[src/core/shr_pkg.sv]
// package for the shutter output routing block: widths and selector codes
// assumes every user of it is clocked by the timing generator pixel clock
package shr_pkg;

    // ------------------------------------------------------------
    // widths
    // ------------------------------------------------------------
    localparam int unsigned SHR_GEN_NUM   = 4;
    localparam int unsigned SHR_FIELD_W   = 12;
    localparam int unsigned SHR_SEL_W     = 3;

    // ------------------------------------------------------------
    // pin selector codes
    // ------------------------------------------------------------
    typedef enum logic [SHR_SEL_W-1:0] {
        SHR_SEL_GEN0    = 3'h0,
        SHR_SEL_GEN1    = 3'h1,
        SHR_SEL_GEN2    = 3'h2,
        SHR_SEL_GEN3    = 3'h3,
        SHR_SEL_XOR_A   = 3'h4,
        SHR_SEL_XOR_B   = 3'h5,
        SHR_SEL_INVALID = 3'h6,
        SHR_SEL_PAIRED  = 3'h7
    } shr_sel_t;

    // ------------------------------------------------------------
    // reset values
    // ------------------------------------------------------------
    localparam logic [SHR_FIELD_W-1:0] SHR_FIELD_RST = 12'h000;
    localparam logic [SHR_FIELD_W-1:0] SHR_FIELD_ONE = 12'h001;
    localparam logic                   SHR_PIN_RST   = 1'h0;

endpackage : shr_pkg

[src/core/shr_shutter_gen.sv]
// one internal shutter generator: field-placed on/off, manual override,
// programmable active polarity
// assumes field_start and exposure_trigger are one-cycle pulses on clock
`timescale 1ns/1ps
module shr_shutter_gen
    import shr_pkg::*;
(
    // clock and reset
    input  wire logic                   clock,
    input  wire logic                   sys_rst,
    // framing
    input  wire logic                   field_start,
    input  wire logic                   exposure_trigger,
    // settings
    input  wire logic [SHR_FIELD_W-1:0] on_field_count,
    input  wire logic [SHR_FIELD_W-1:0] off_field_count,
    input  wire logic                   active_polarity,
    input  wire logic                   manual_enable,
    input  wire logic                   manual_on,
    // result
    output logic                        shutter_level,
    output logic                        shutter_is_on
);

    logic                   armed_q;
    logic [SHR_FIELD_W-1:0] field_cnt_q;
    logic                   on_q;

    // ------------------------------------------------------------
    // exposure field tracking
    // ------------------------------------------------------------
    always_ff @(posedge clock)
    begin
        if (sys_rst)
        begin
            armed_q     <= 1'b0;
            field_cnt_q <= SHR_FIELD_RST;
        end
        else if (exposure_trigger)
        begin
            // field 0 is the first field after the trigger
            armed_q     <= 1'b1;
            field_cnt_q <= SHR_FIELD_RST;
        end
        else if (field_start && armed_q)
        begin
            field_cnt_q <= field_cnt_q + SHR_FIELD_ONE;
            if (field_cnt_q == off_field_count)
                armed_q <= 1'b0;
        end
    end

    // ------------------------------------------------------------
    // on/off state
    // ------------------------------------------------------------
    always_ff @(posedge clock)
    begin
        if (sys_rst)
            on_q <= 1'b0;
        else if (manual_enable)
            on_q <= manual_on;
        else if (field_start && armed_q && !exposure_trigger)
        begin
            // off wins when both counts name the same field
            if (field_cnt_q == off_field_count)
                on_q <= 1'b0;
            else if (field_cnt_q == on_field_count)
                on_q <= 1'b1;
        end
    end

    assign shutter_is_on = on_q;
    assign shutter_level = active_polarity ? on_q : ~on_q;

endmodule : shr_shutter_gen

[src/core/shr_top.sv]
// shutter output routing: four shutter generators, three xor sources and
// three registered pin selectors for substrate bias, mech shutter, flash
// assumes all inputs come from timing generator logic on the same clock
`timescale 1ns/1ps
module shr_top
    import shr_pkg::*;
(
    // clock and reset
    input  wire logic                   clock,
    input  wire logic                   sys_rst,
    // framing from the timing generator
    input  wire logic                   vertical_field_sync,
    input  wire logic                   exposure_trigger,
    // per-generator settings, index n is shutter_gen_n
    input  wire logic [SHR_FIELD_W-1:0] on_field_count  [SHR_GEN_NUM],
    input  wire logic [SHR_FIELD_W-1:0] off_field_count [SHR_GEN_NUM],
    input  wire logic [SHR_GEN_NUM-1:0] active_polarity,
    input  wire logic [SHR_GEN_NUM-1:0] manual_enable,
    input  wire logic [SHR_GEN_NUM-1:0] manual_on,
    // substrate bias signals
    input  wire logic                   bias_signal_a,
    input  wire logic                   bias_signal_b,
    // routing settings
    input  wire logic [SHR_SEL_W-1:0]   substrate_bias_pin_select,
    input  wire logic [SHR_SEL_W-1:0]   mech_shutter_pin_select,
    input  wire logic [SHR_SEL_W-1:0]   flash_pin_select,
    input  wire logic                   bias_xor_a_select,
    input  wire logic                   bias_xor_b_select,
    input  wire logic                   paired_shutter_xor_select,
    // pins
    output logic                        substrate_bias_out,
    output logic                        mech_shutter_out,
    output logic                        flash_out,
    // state
    output logic [SHR_GEN_NUM-1:0]      shutter_on_state
);

    // framing
    logic                   vd_prev_q;
    logic                   field_start;
    // generator levels and the sources built from them
    logic [SHR_GEN_NUM-1:0] shut;
    logic                   xor_a;
    logic                   xor_b;
    logic                   xor_paired;
    // pin stage
    logic                   bias_pin_d;
    logic                   bias_pin_q;
    logic                   mech_pin_d;
    logic                   mech_pin_q;
    logic                   flash_pin_d;
    logic                   flash_pin_q;

    // ------------------------------------------------------------
    // field framing
    // ------------------------------------------------------------
    // a field begins on the falling edge of the vertical sync
    // the sync is a level from logic on this clock: no synchroniser
    // reset low so a sync held low through reset gives no false field
    always_ff @(posedge clock)
    begin
        if (sys_rst)
            vd_prev_q <= 1'b0;
        else
            vd_prev_q <= vertical_field_sync;
    end

    assign field_start = vd_prev_q & ~vertical_field_sync;

    // ------------------------------------------------------------
    // shutter generators
    // ------------------------------------------------------------
    // index n of every setting bus belongs to shutter_gen_n
    // manual mode does not stop a generator's field counter
    for (genvar g = 0; g < SHR_GEN_NUM; g++)
    begin : g_gen
        shr_shutter_gen u_gen (
            .clock            (clock),
            .sys_rst          (sys_rst),
            .field_start      (field_start),
            .exposure_trigger (exposure_trigger),
            .on_field_count   (on_field_count[g]),
            .off_field_count  (off_field_count[g]),
            .active_polarity  (active_polarity[g]),
            .manual_enable    (manual_enable[g]),
            .manual_on        (manual_on[g]),
            .shutter_level    (shut[g]),
            .shutter_is_on    (shutter_on_state[g])
        );
    end

    // ------------------------------------------------------------
    // xor sources
    // ------------------------------------------------------------
    // all three mix generator levels, after polarity, not on-states
    // bias inputs come straight from outside logic on this clock
    always_comb
    begin
        if (bias_xor_a_select)
            xor_a = shut[0] ^ bias_signal_a;
        else
            xor_a = bias_signal_a;
    end

    always_comb
    begin
        if (bias_xor_b_select)
            xor_b = shut[0] ^ bias_signal_b;
        else
            xor_b = bias_signal_b;
    end

    always_comb
    begin
        if (paired_shutter_xor_select)
            xor_paired = shut[0] ^ shut[2];
        else
            xor_paired = shut[0] ^ shut[1];
    end

    // ------------------------------------------------------------
    // pin selectors
    // ------------------------------------------------------------
    // code 6 is never meant to be programmed; the pin simply holds its
    // last level so a stray write cannot glitch the shutter or flash
    // the three selectors share one encoding, so the cases match
    always_comb
    begin
        bias_pin_d = bias_pin_q;
        case (shr_sel_t'(substrate_bias_pin_select))
            SHR_SEL_GEN0:    bias_pin_d = shut[0];
            SHR_SEL_GEN1:    bias_pin_d = shut[1];
            SHR_SEL_GEN2:    bias_pin_d = shut[2];
            SHR_SEL_GEN3:    bias_pin_d = shut[3];
            SHR_SEL_XOR_A:   bias_pin_d = xor_a;
            SHR_SEL_XOR_B:   bias_pin_d = xor_b;
            SHR_SEL_INVALID: bias_pin_d = bias_pin_q;
            SHR_SEL_PAIRED:  bias_pin_d = xor_paired;
            default:         bias_pin_d = bias_pin_q;
        endcase
    end

    always_comb
    begin
        mech_pin_d = mech_pin_q;
        case (shr_sel_t'(mech_shutter_pin_select))
            SHR_SEL_GEN0:    mech_pin_d = shut[0];
            SHR_SEL_GEN1:    mech_pin_d = shut[1];
            SHR_SEL_GEN2:    mech_pin_d = shut[2];
            SHR_SEL_GEN3:    mech_pin_d = shut[3];
            SHR_SEL_XOR_A:   mech_pin_d = xor_a;
            SHR_SEL_XOR_B:   mech_pin_d = xor_b;
            SHR_SEL_INVALID: mech_pin_d = mech_pin_q;
            SHR_SEL_PAIRED:  mech_pin_d = xor_paired;
            default:         mech_pin_d = mech_pin_q;
        endcase
    end

    always_comb
    begin
        flash_pin_d = flash_pin_q;
        case (shr_sel_t'(flash_pin_select))
            SHR_SEL_GEN0:    flash_pin_d = shut[0];
            SHR_SEL_GEN1:    flash_pin_d = shut[1];
            SHR_SEL_GEN2:    flash_pin_d = shut[2];
            SHR_SEL_GEN3:    flash_pin_d = shut[3];
            SHR_SEL_XOR_A:   flash_pin_d = xor_a;
            SHR_SEL_XOR_B:   flash_pin_d = xor_b;
            SHR_SEL_INVALID: flash_pin_d = flash_pin_q;
            SHR_SEL_PAIRED:  flash_pin_d = xor_paired;
            default:         flash_pin_d = flash_pin_q;
        endcase
    end

    // registered so routed pins change cleanly, one clock after source
    // reset parks every pin low until the first routed level arrives
    always_ff @(posedge clock)
    begin
        if (sys_rst)
            bias_pin_q <= SHR_PIN_RST;
        else
            bias_pin_q <= bias_pin_d;
    end

    always_ff @(posedge clock)
    begin
        if (sys_rst)
            mech_pin_q <= SHR_PIN_RST;
        else
            mech_pin_q <= mech_pin_d;
    end

    always_ff @(posedge clock)
    begin
        if (sys_rst)
            flash_pin_q <= SHR_PIN_RST;
        else
            flash_pin_q <= flash_pin_d;
    end

    // ------------------------------------------------------------
    // pins
    // ------------------------------------------------------------
    // one flop per pin, nothing combinational reaches the pads
    assign substrate_bias_out = bias_pin_q;
    assign mech_shutter_out   = mech_pin_q;
    assign flash_out          = flash_pin_q;

endmodule : shr_top

[config.mk]
export PLATFORM = sky130hd
export DESIGN_NAME = shr_top
export DESIGN_NICKNAME = d
export VERILOG_FILES = /design/src/core/shr_pkg.sv /design/src/core/shr_shutter_gen.sv /design/src/core/shr_top.sv
export SDC_FILE = /design/constraint.sdc
export NUM_CORES = 1
export LEC_CHECK = 0
export ABC_AREA = 1
export BUFFER_PORTS_ARGS = -buffer_cell sky130_fd_sc_hd__buf_2
export CORE_MARGIN = 2
export CORE_UTILIZATION = 55
export DETAILED_ROUTE_END_ITERATION = 16
export PLACE_DENSITY = 0.83
export REMOVE_ABC_BUFFERS = 1
export SLEW_MARGIN = 25
export SYNTH_ARGS = -nofsm -noshare
export SYNTH_HDL_FRONTEND = slang
export SYNTH_SLANG_ARGS = --single-unit
export TNS_END_PERCENT = 5
[constraint.sdc]
create_clock -name clock -period 3.3 [get_ports clock]
set_input_delay 0.495 -clock clock [delete_from_list [all_inputs] [get_ports clock]]
set_output_delay 0.495 -clock clock [all_outputs]
set_load 0.01 [all_outputs]
==> flow_summary.json, run 1 <==
{
  "synthMuxAreaShare_pct": 0,
  "core-area_sq_mm": 0.00868,
  "drtIter0Drc": 184,
  "grtUsageTotal_pct": 25.7,
  "cts-root-buf": "clkbuf_8",
  "first_global_vias": 4847,
  "holdBufCountCts": 0,
  "final_cell_mix": "276 x nand2_1, 146 x inv_1, 132 x buf_2",
  "grt_pass1_wl_mm": 20.8,
  "outcome": "complete, no violations",
  "cts_tree": "built",
  "synth_compound_area_share_pct": 10.5,
  "setup_slack_ns": 1.76,
  "irDropWorstVdd_mv": 0.255,
  "max_slew.worst_pin.slew_ns": 0.627,
  "synth_edf_count": 0,
  "grt_max_degree": 30,
  "period_share_pct": 46.7,
  "antenna_found_initial": 0,
  "pre_cts_slack_ns": 1.44,
  "diodes": 0,
  "yosys.area_share.adder_pct": 1.03,
  "die_w_microns": 98.2,
  "critical_path.max_fanout": 5,
  "ys_seq_elements": 60,
  "max_freq_mhz": 649,
  "nets": 1092,
  "synth_top_family_by_area": "simple AND/OR/NAND/NOR gates",
  "cts_resized": 0,
  "total_power_mw": 1.71,
  "crit_path_end_kind": "flip-flop",
  "ant_nets": 0,
  "cts_made_buffers": 9,
  "slew_headroom_pct": 58.0,
  "final_common_cell": "nand2_1",
  "vias_per_cell": 4.79,
  "synth_cell_type_count": 35,
  "critPathRequiredTime_ns": 3.53,
  "clk_path_buf_depth": 2,
  "ios": 133,
  "ys_async_sr_fraction_pct": 0,
  "rsz0062_at_grt": "false",
  "syn_inst": 839,
  "synth_area_per_cell_sq_um": 5.82,
  "hpwl_mm": 9.69,
  "ys_seq_area_share_pct": 24.6,
  "first_pass_iters": 6,
  "cp.arrival_ns": 1.77,
  "num_vias": 5146,
  "clk_latency_ns": 0.34,
  "fp.dieArea_sq_mm": 0.00965,
  "period_minus_slack_ns": 1.54,
  "p_per_area_mw_per_mm2": 296,
  "maxSlewViolCount": 0,
  "cts.clk_slew.worst_paths_ns": 0.07,
  "skew_ns": 0.0103,
  "overflow": 0,
  "crit_type": "flip-flop to flip-flop",
  "final_layout_size_suffix_gt1_share_pct": 19.2,
  "row_count": 34,
  "io_buffers": 132,
  "synth-simple-area-share_pct": 39.8,
  "synthFlopType": "dfxtp_1",
  "globalplace.congestion": 0.871,
  "hold_path.class": "input port to flip-flop",
  "area_growth_syn_to_layout_pct": 18.4,
  "post-cts-setup-buffers": 0,
  "fin_tns_setup_ns": 0,
  "start_util_pct": 56.3,
  "drc_errors": 0,
  "die_h_microns": 98.2,
  "routedWlPerCell_microns": 11.2,
  "drv_cap": 0,
  "p_leak_nw": 3.01,
  "ctsHtreeMaxLevel": 3,
  "finalSetupViolations": 0,
  "yosysWarnings": 0,
  "syn_area_sq_mm": 0.00488,
  "synth_xor_area_share_pct": 10.0,
  "cts_num_sinks": 60,
  "totalWireLength_mm": 12.0,
  "critPathLaunchType": "flip-flop",
  "postLayoutCoreUtil_pct": 66.6,
  "hold_viol": 0
}
[metrics by stage]
stage	instance area [sq um]	hold slack, ns	std cells
floorplan	4770	0.483	818
global placement	5580	0.506	1059
detailed placement	5580	0.509	1059
CTS	5780	0.362	1075
global route	5780	0.368	1075
finish	5780	0.369	1075
[cell type report]
cell class	instances	area (sq um)
Multi-Input combinational cell	605	3000
Fill cell	872	2900
Sequential cell	60	1200
Timing Repair Buffer	133	668
Inverter	153	576
Clock buffer	12	155
Tap cell	108	135
Clock inverter	4	47.5
[layer usage]
metal	vias to the layer above	global-route usage (%)	part of all wire, %
met2	131	43.7	47
li1	2782	-	-
met4	0	7.48	1.0
met3	11	4.51	5.5
met1	2222	33.7	47
met5	-	0	0
[flip-flops by register name (all words and copies together) (netlist names)]
register / flops
g_gen.u_gen.field_cnt_q: 48
flash_out: 1
g_gen.u_gen.armed_q: 4
g_gen.u_gen.shutter_is_on: 4
mech_shutter_out: 1
vd_prev_q: 1
substrate_bias_out: 1
[synth_stat cells, drive strengths merged (2+ instances only)]
master  number  area, sq um
nor2       106          458
o21ai       39          199
ha           4         50.1
a21oi       54          270
xor2        55          482
clkinv       2         8.75
nand2      280         1060
o21a         5         37.5
clkbuf      10         37.5
buf         11         71.3
nand4        6         43.8
inv        151          567
dfxtp       60         1200
nor3        15         91.3
nand3       34          240
nor3b        2         25.0
[report_power, final]
group | internal (mW) | total (mW) | switching, mW
clock | 0.388 | 0.684 | 0.296
sequential | 0.736 | 0.748 | 0.0118
combinational | 0.126 | 0.282 | 0.157
total | 1.25 | 1.71 | 0.464
[critical path, cell delays in order, from the launching register on]
cell and delay [ns]:
dfxtp_1 0.43, ha_1 0.26, inv_1 0.08, nor3_2 0.21, nand2_1 0.10, nor2_2 0.16
nand3_1 0.09, nand2_1 0.08, a21oi_1 0.04
[cells by family (layout without fill, tap and decap cells)]
kind of cell	after synthesis	after routing
xor+xnor	56	56
fa+ha+maj	4	4
buf+inv	174	302
compound gates	99	99
flops	60	60
simple gates	446	446
[worst paths after layout]
kind,start,to,slack (ns),depth (start not counted)
max,g_gen[2].u_gen.field_cnt_q[1]$_SDFFE_PP0P_,g_gen[2].u_gen.field_cnt_q[6]$_SDFFE_PP0P_,1.76,8
min,sys_rst,vd_prev_q$_SDFF_PP0_,0.37,2
max reg2reg,g_gen[2].u_gen.field_cnt_q[1]$_SDFFE_PP0P_,g_gen[2].u_gen.field_cnt_q[6]$_SDFFE_PP0P_,1.76,8
min reg2reg,g_gen[3].u_gen.field_cnt_q[10]$_SDFFE_PP0P_,g_gen[3].u_gen.field_cnt_q[10]$_SDFFE_PP0P_,0.52,2
(Power assumes the default switching activity.)
==> run 2, diff against run 1 <==
- CORE_UTILIZATION: 55 -> 49
- PLACE_DENSITY: 0.83 -> 0.78
- clock period: 3.3 -> 1.3 ns (I/O delays scaled with it)
==> run 2 against run 1 <==
  * The flow now finishes with violations (setup timing)
  * Critical path depth is 1 lower
  * Combinational power grew to 2.8 times the previous value
  * Register-to-register slack worse by 1.8 ns
  * Global-route usage is 1.4 points lower
  * Fmax is 13% higher
  * Wire length is 11% higher
  * Clock skew is 0.0018 ns higher
  * Flip-flop and latch count stayed put
  * Critical path type unchanged
  * Critical endpoint is now g_gen[2].u_gen.field_cnt_q[8]$_SDFFE_PP0P_
  * Largest power group unchanged
==> flow_summary.json, run 2 (synthesized netlist as in run 1, its figures left out) <==
{
  "hpwl_mm": 10.4,
  "p_switching_mw": 1.22,
  "ios": 133,
  "crit_buf_inv": 1,
  "ctsHtreeMaxLevel": 3,
  "diodes": 0,
  "die_h_microns": 104,
  "holdPathStages": 2,
  "crit_path_end_kind": "flip-flop",
  "rsz0062_at_grt": "true",
  "cp.depth": 7,
  "top_register": "g_gen.u_gen.field_cnt_q",
  "grtUsageTotal_pct": 24.3,
  "crit_chain": "ha_4 > buf_6 > nand3_2 > nor3_2 > xor2_1 > nand2_1 > a21oi_2",
  "critPathRequiredTime_ns": 1.57,
  "slowest_delay_ns": 0.37,
  "worstRegToRegCells": 7,
  "finalSetupViolations": 3,
  "overflow": 0,
  "nets": 1159,
  "area_growth_syn_to_layout_pct": 33.1,
  "cts.clk_slew.worst_paths_ns": 0.07,
  "fp.dieArea_sq_mm": 0.0108,
  "start_util_pct": 50.2,
  "largest_reg_flops": 48,
  "antenna_found_initial": 0,
  "cts_made_buffers": 9,
  "postLayoutCoreUtil_pct": 66.8,
  "final_cell_mix": "273 x nand2_1, 141 x inv_1, 132 x buf_2",
  "grt_max_degree": 17,
  "critical_path.max_fanout": 3,
  "ant_nets": 0,
  "drv_cap": 0,
  "skew_ns": 0.0121,
  "pwr-share-comb_pct": 19.1,
  "reg2reg_from": "g_gen[2].u_gen.field_cnt_q[1]$_SDFFE_PP0P_",
  "crit_start": "g_gen[2].u_gen.field_cnt_q[1]$_SDFFE_PP0P_",
  "fin_tns_setup_ns": -0.0665,
  "critPathTopFamily": "flip-flops",
  "max_freq_mhz": 735,
  "cts-root-buf": "clkbuf_8",
  "drtIter0Drc": 248,
  "totalWireLength_mm": 13.4,
  "num_vias": 5488,
  "num-fill-cells": 926,
  "grt_pass1_wl_mm": 22.1,
  "cts_num_sinks": 60,
  "crit_slowest_cell": "dfxtp_4",
  "cp.arrival_ns": 1.63,
  "period_minus_slack_ns": 1.36,
  "clk_path_buf_depth": 2,
  "seq_area_sq_mm": 0.00126,
  "multiInputGateArea_sq_mm": 0.00315,
  "irDropWorstVdd_mv": 0.422,
  "maxSlewViolCount": 0,
  "core-area_sq_mm": 0.00973,
  "cts_tree": "built",
  "crit_type": "flip-flop to flip-flop",
  "vias_per_cell": 4.71,
  "hold_viol": 0,
  "p_leak_nw": 3.36,
  "layout.cells.non_filler": 1166,
  "period_share_pct": 105,
  "violations": "setup timing",
  "row_count": 36,
  "final_common_cell": "nand2_1",
  "first_pass_iters": 5,
  "p_seq_share_pct": 45.9,
  "sw_frac_of_total_pct": 29.7,
  "hold_path.class": "input port to flip-flop",
  "drc_errors": 0,
  "setup_slack_ns": -0.0612,
  "routedWlPerCell_microns": 11.4,
  "hold_start": "sys_rst",
  "slew_headroom_pct": 75.2,
  "first_global_vias": 5234,
  "internal_power_mw": 2.88,
  "dp_cells": 1149,
  "final_layout_size_suffix_gt1_share_pct": 31.3,
  "total_power_mw": 4.09,
  "max_slew.worst_pin.slew_ns": 0.371,
  "die_w_microns": 104,
  "p_per_area_mw_per_mm2": 630,
  "io_buffers": 132,
  "clkPwrFrac_pct": 35.0,
  "outcome": "complete, but fails checks",
  "critPathLaunchType": "flip-flop",
  "clk_latency_ns": 0.33,
  "globalplace.congestion": 0.866,
  "hold_ws_ns": 0.0507
}
==> run 2: metrics by stage <==
step	setup slack [ns]	area, sq um
6_report	-0.0612	6500
3_5_place_dp	-0.0945	6100
5_1_grt	-0.156	6500
4_1_cts	-0.0421	6300
3_3_place_gp	-0.0455	6100
2_1_floorplan	-0.756	4770
==> run 2: final cells by class <==
class                           count  share of cell area [%]
Inverter                          153                    8.85
Multi-Input combinational cell    605                    48.4
Tap cell                          133                    2.56
Sequential cell                    60                    19.4
Clock buffer                       10                    1.96
Timing Repair Buffer              200                    18.3
Clock inverter                      5                   0.462
==> run 2: worst paths after layout <==
check | to | slack [ns]
worst max-delay path | g_gen[2].u_gen.field_cnt_q[8]$_SDFFE_PP0P_ | -0.06
worst min-delay path | vd_prev_q$_SDFF_PP0_ | 0.05
worst min register to register | g_gen[1].u_gen.field_cnt_q[10]$_SDFFE_PP0P_ | 0.51
worst max register to register | g_gen[2].u_gen.field_cnt_q[8]$_SDFFE_PP0P_ | -0.06
==> run 2: what timing repair did <==
item                                    4_1_cts  5_1_grt
pin swaps                                     3       15
resized for setup                            20       76
hold endpoints to repair                      0        0
hold buffers                                  0        0
setup buffers                                 0        2
endpoints found under the setup margin       17       40
==> run 2: routing by layer <==
metal	global-route usage [%]	wire length, microns	up-vias
li1	-	-	2924
met1	31.3	6100	2381
met5	0	0	-
met3	2.89	663	16
met2	42.5	6420	167
met4	7.24	165	0
==> run 2: power by group through the flow <==
| stage | Clock [mW] | Combinational [mW] | Sequential, mW |
|---|---|---|---|
| 2_1_floorplan | 0 | 0.371 | 1.95 |
| 4_1_cts | 1.44 | 0.763 | 1.89 |
| 3_5_place_dp | 0 | 0.758 | 1.93 |
| 3_3_place_gp | 0 | 0.748 | 1.93 |
| 6_report | 1.43 | 0.782 | 1.88 |
| 5_1_grt | 1.52 | 0.893 | 1.88 |
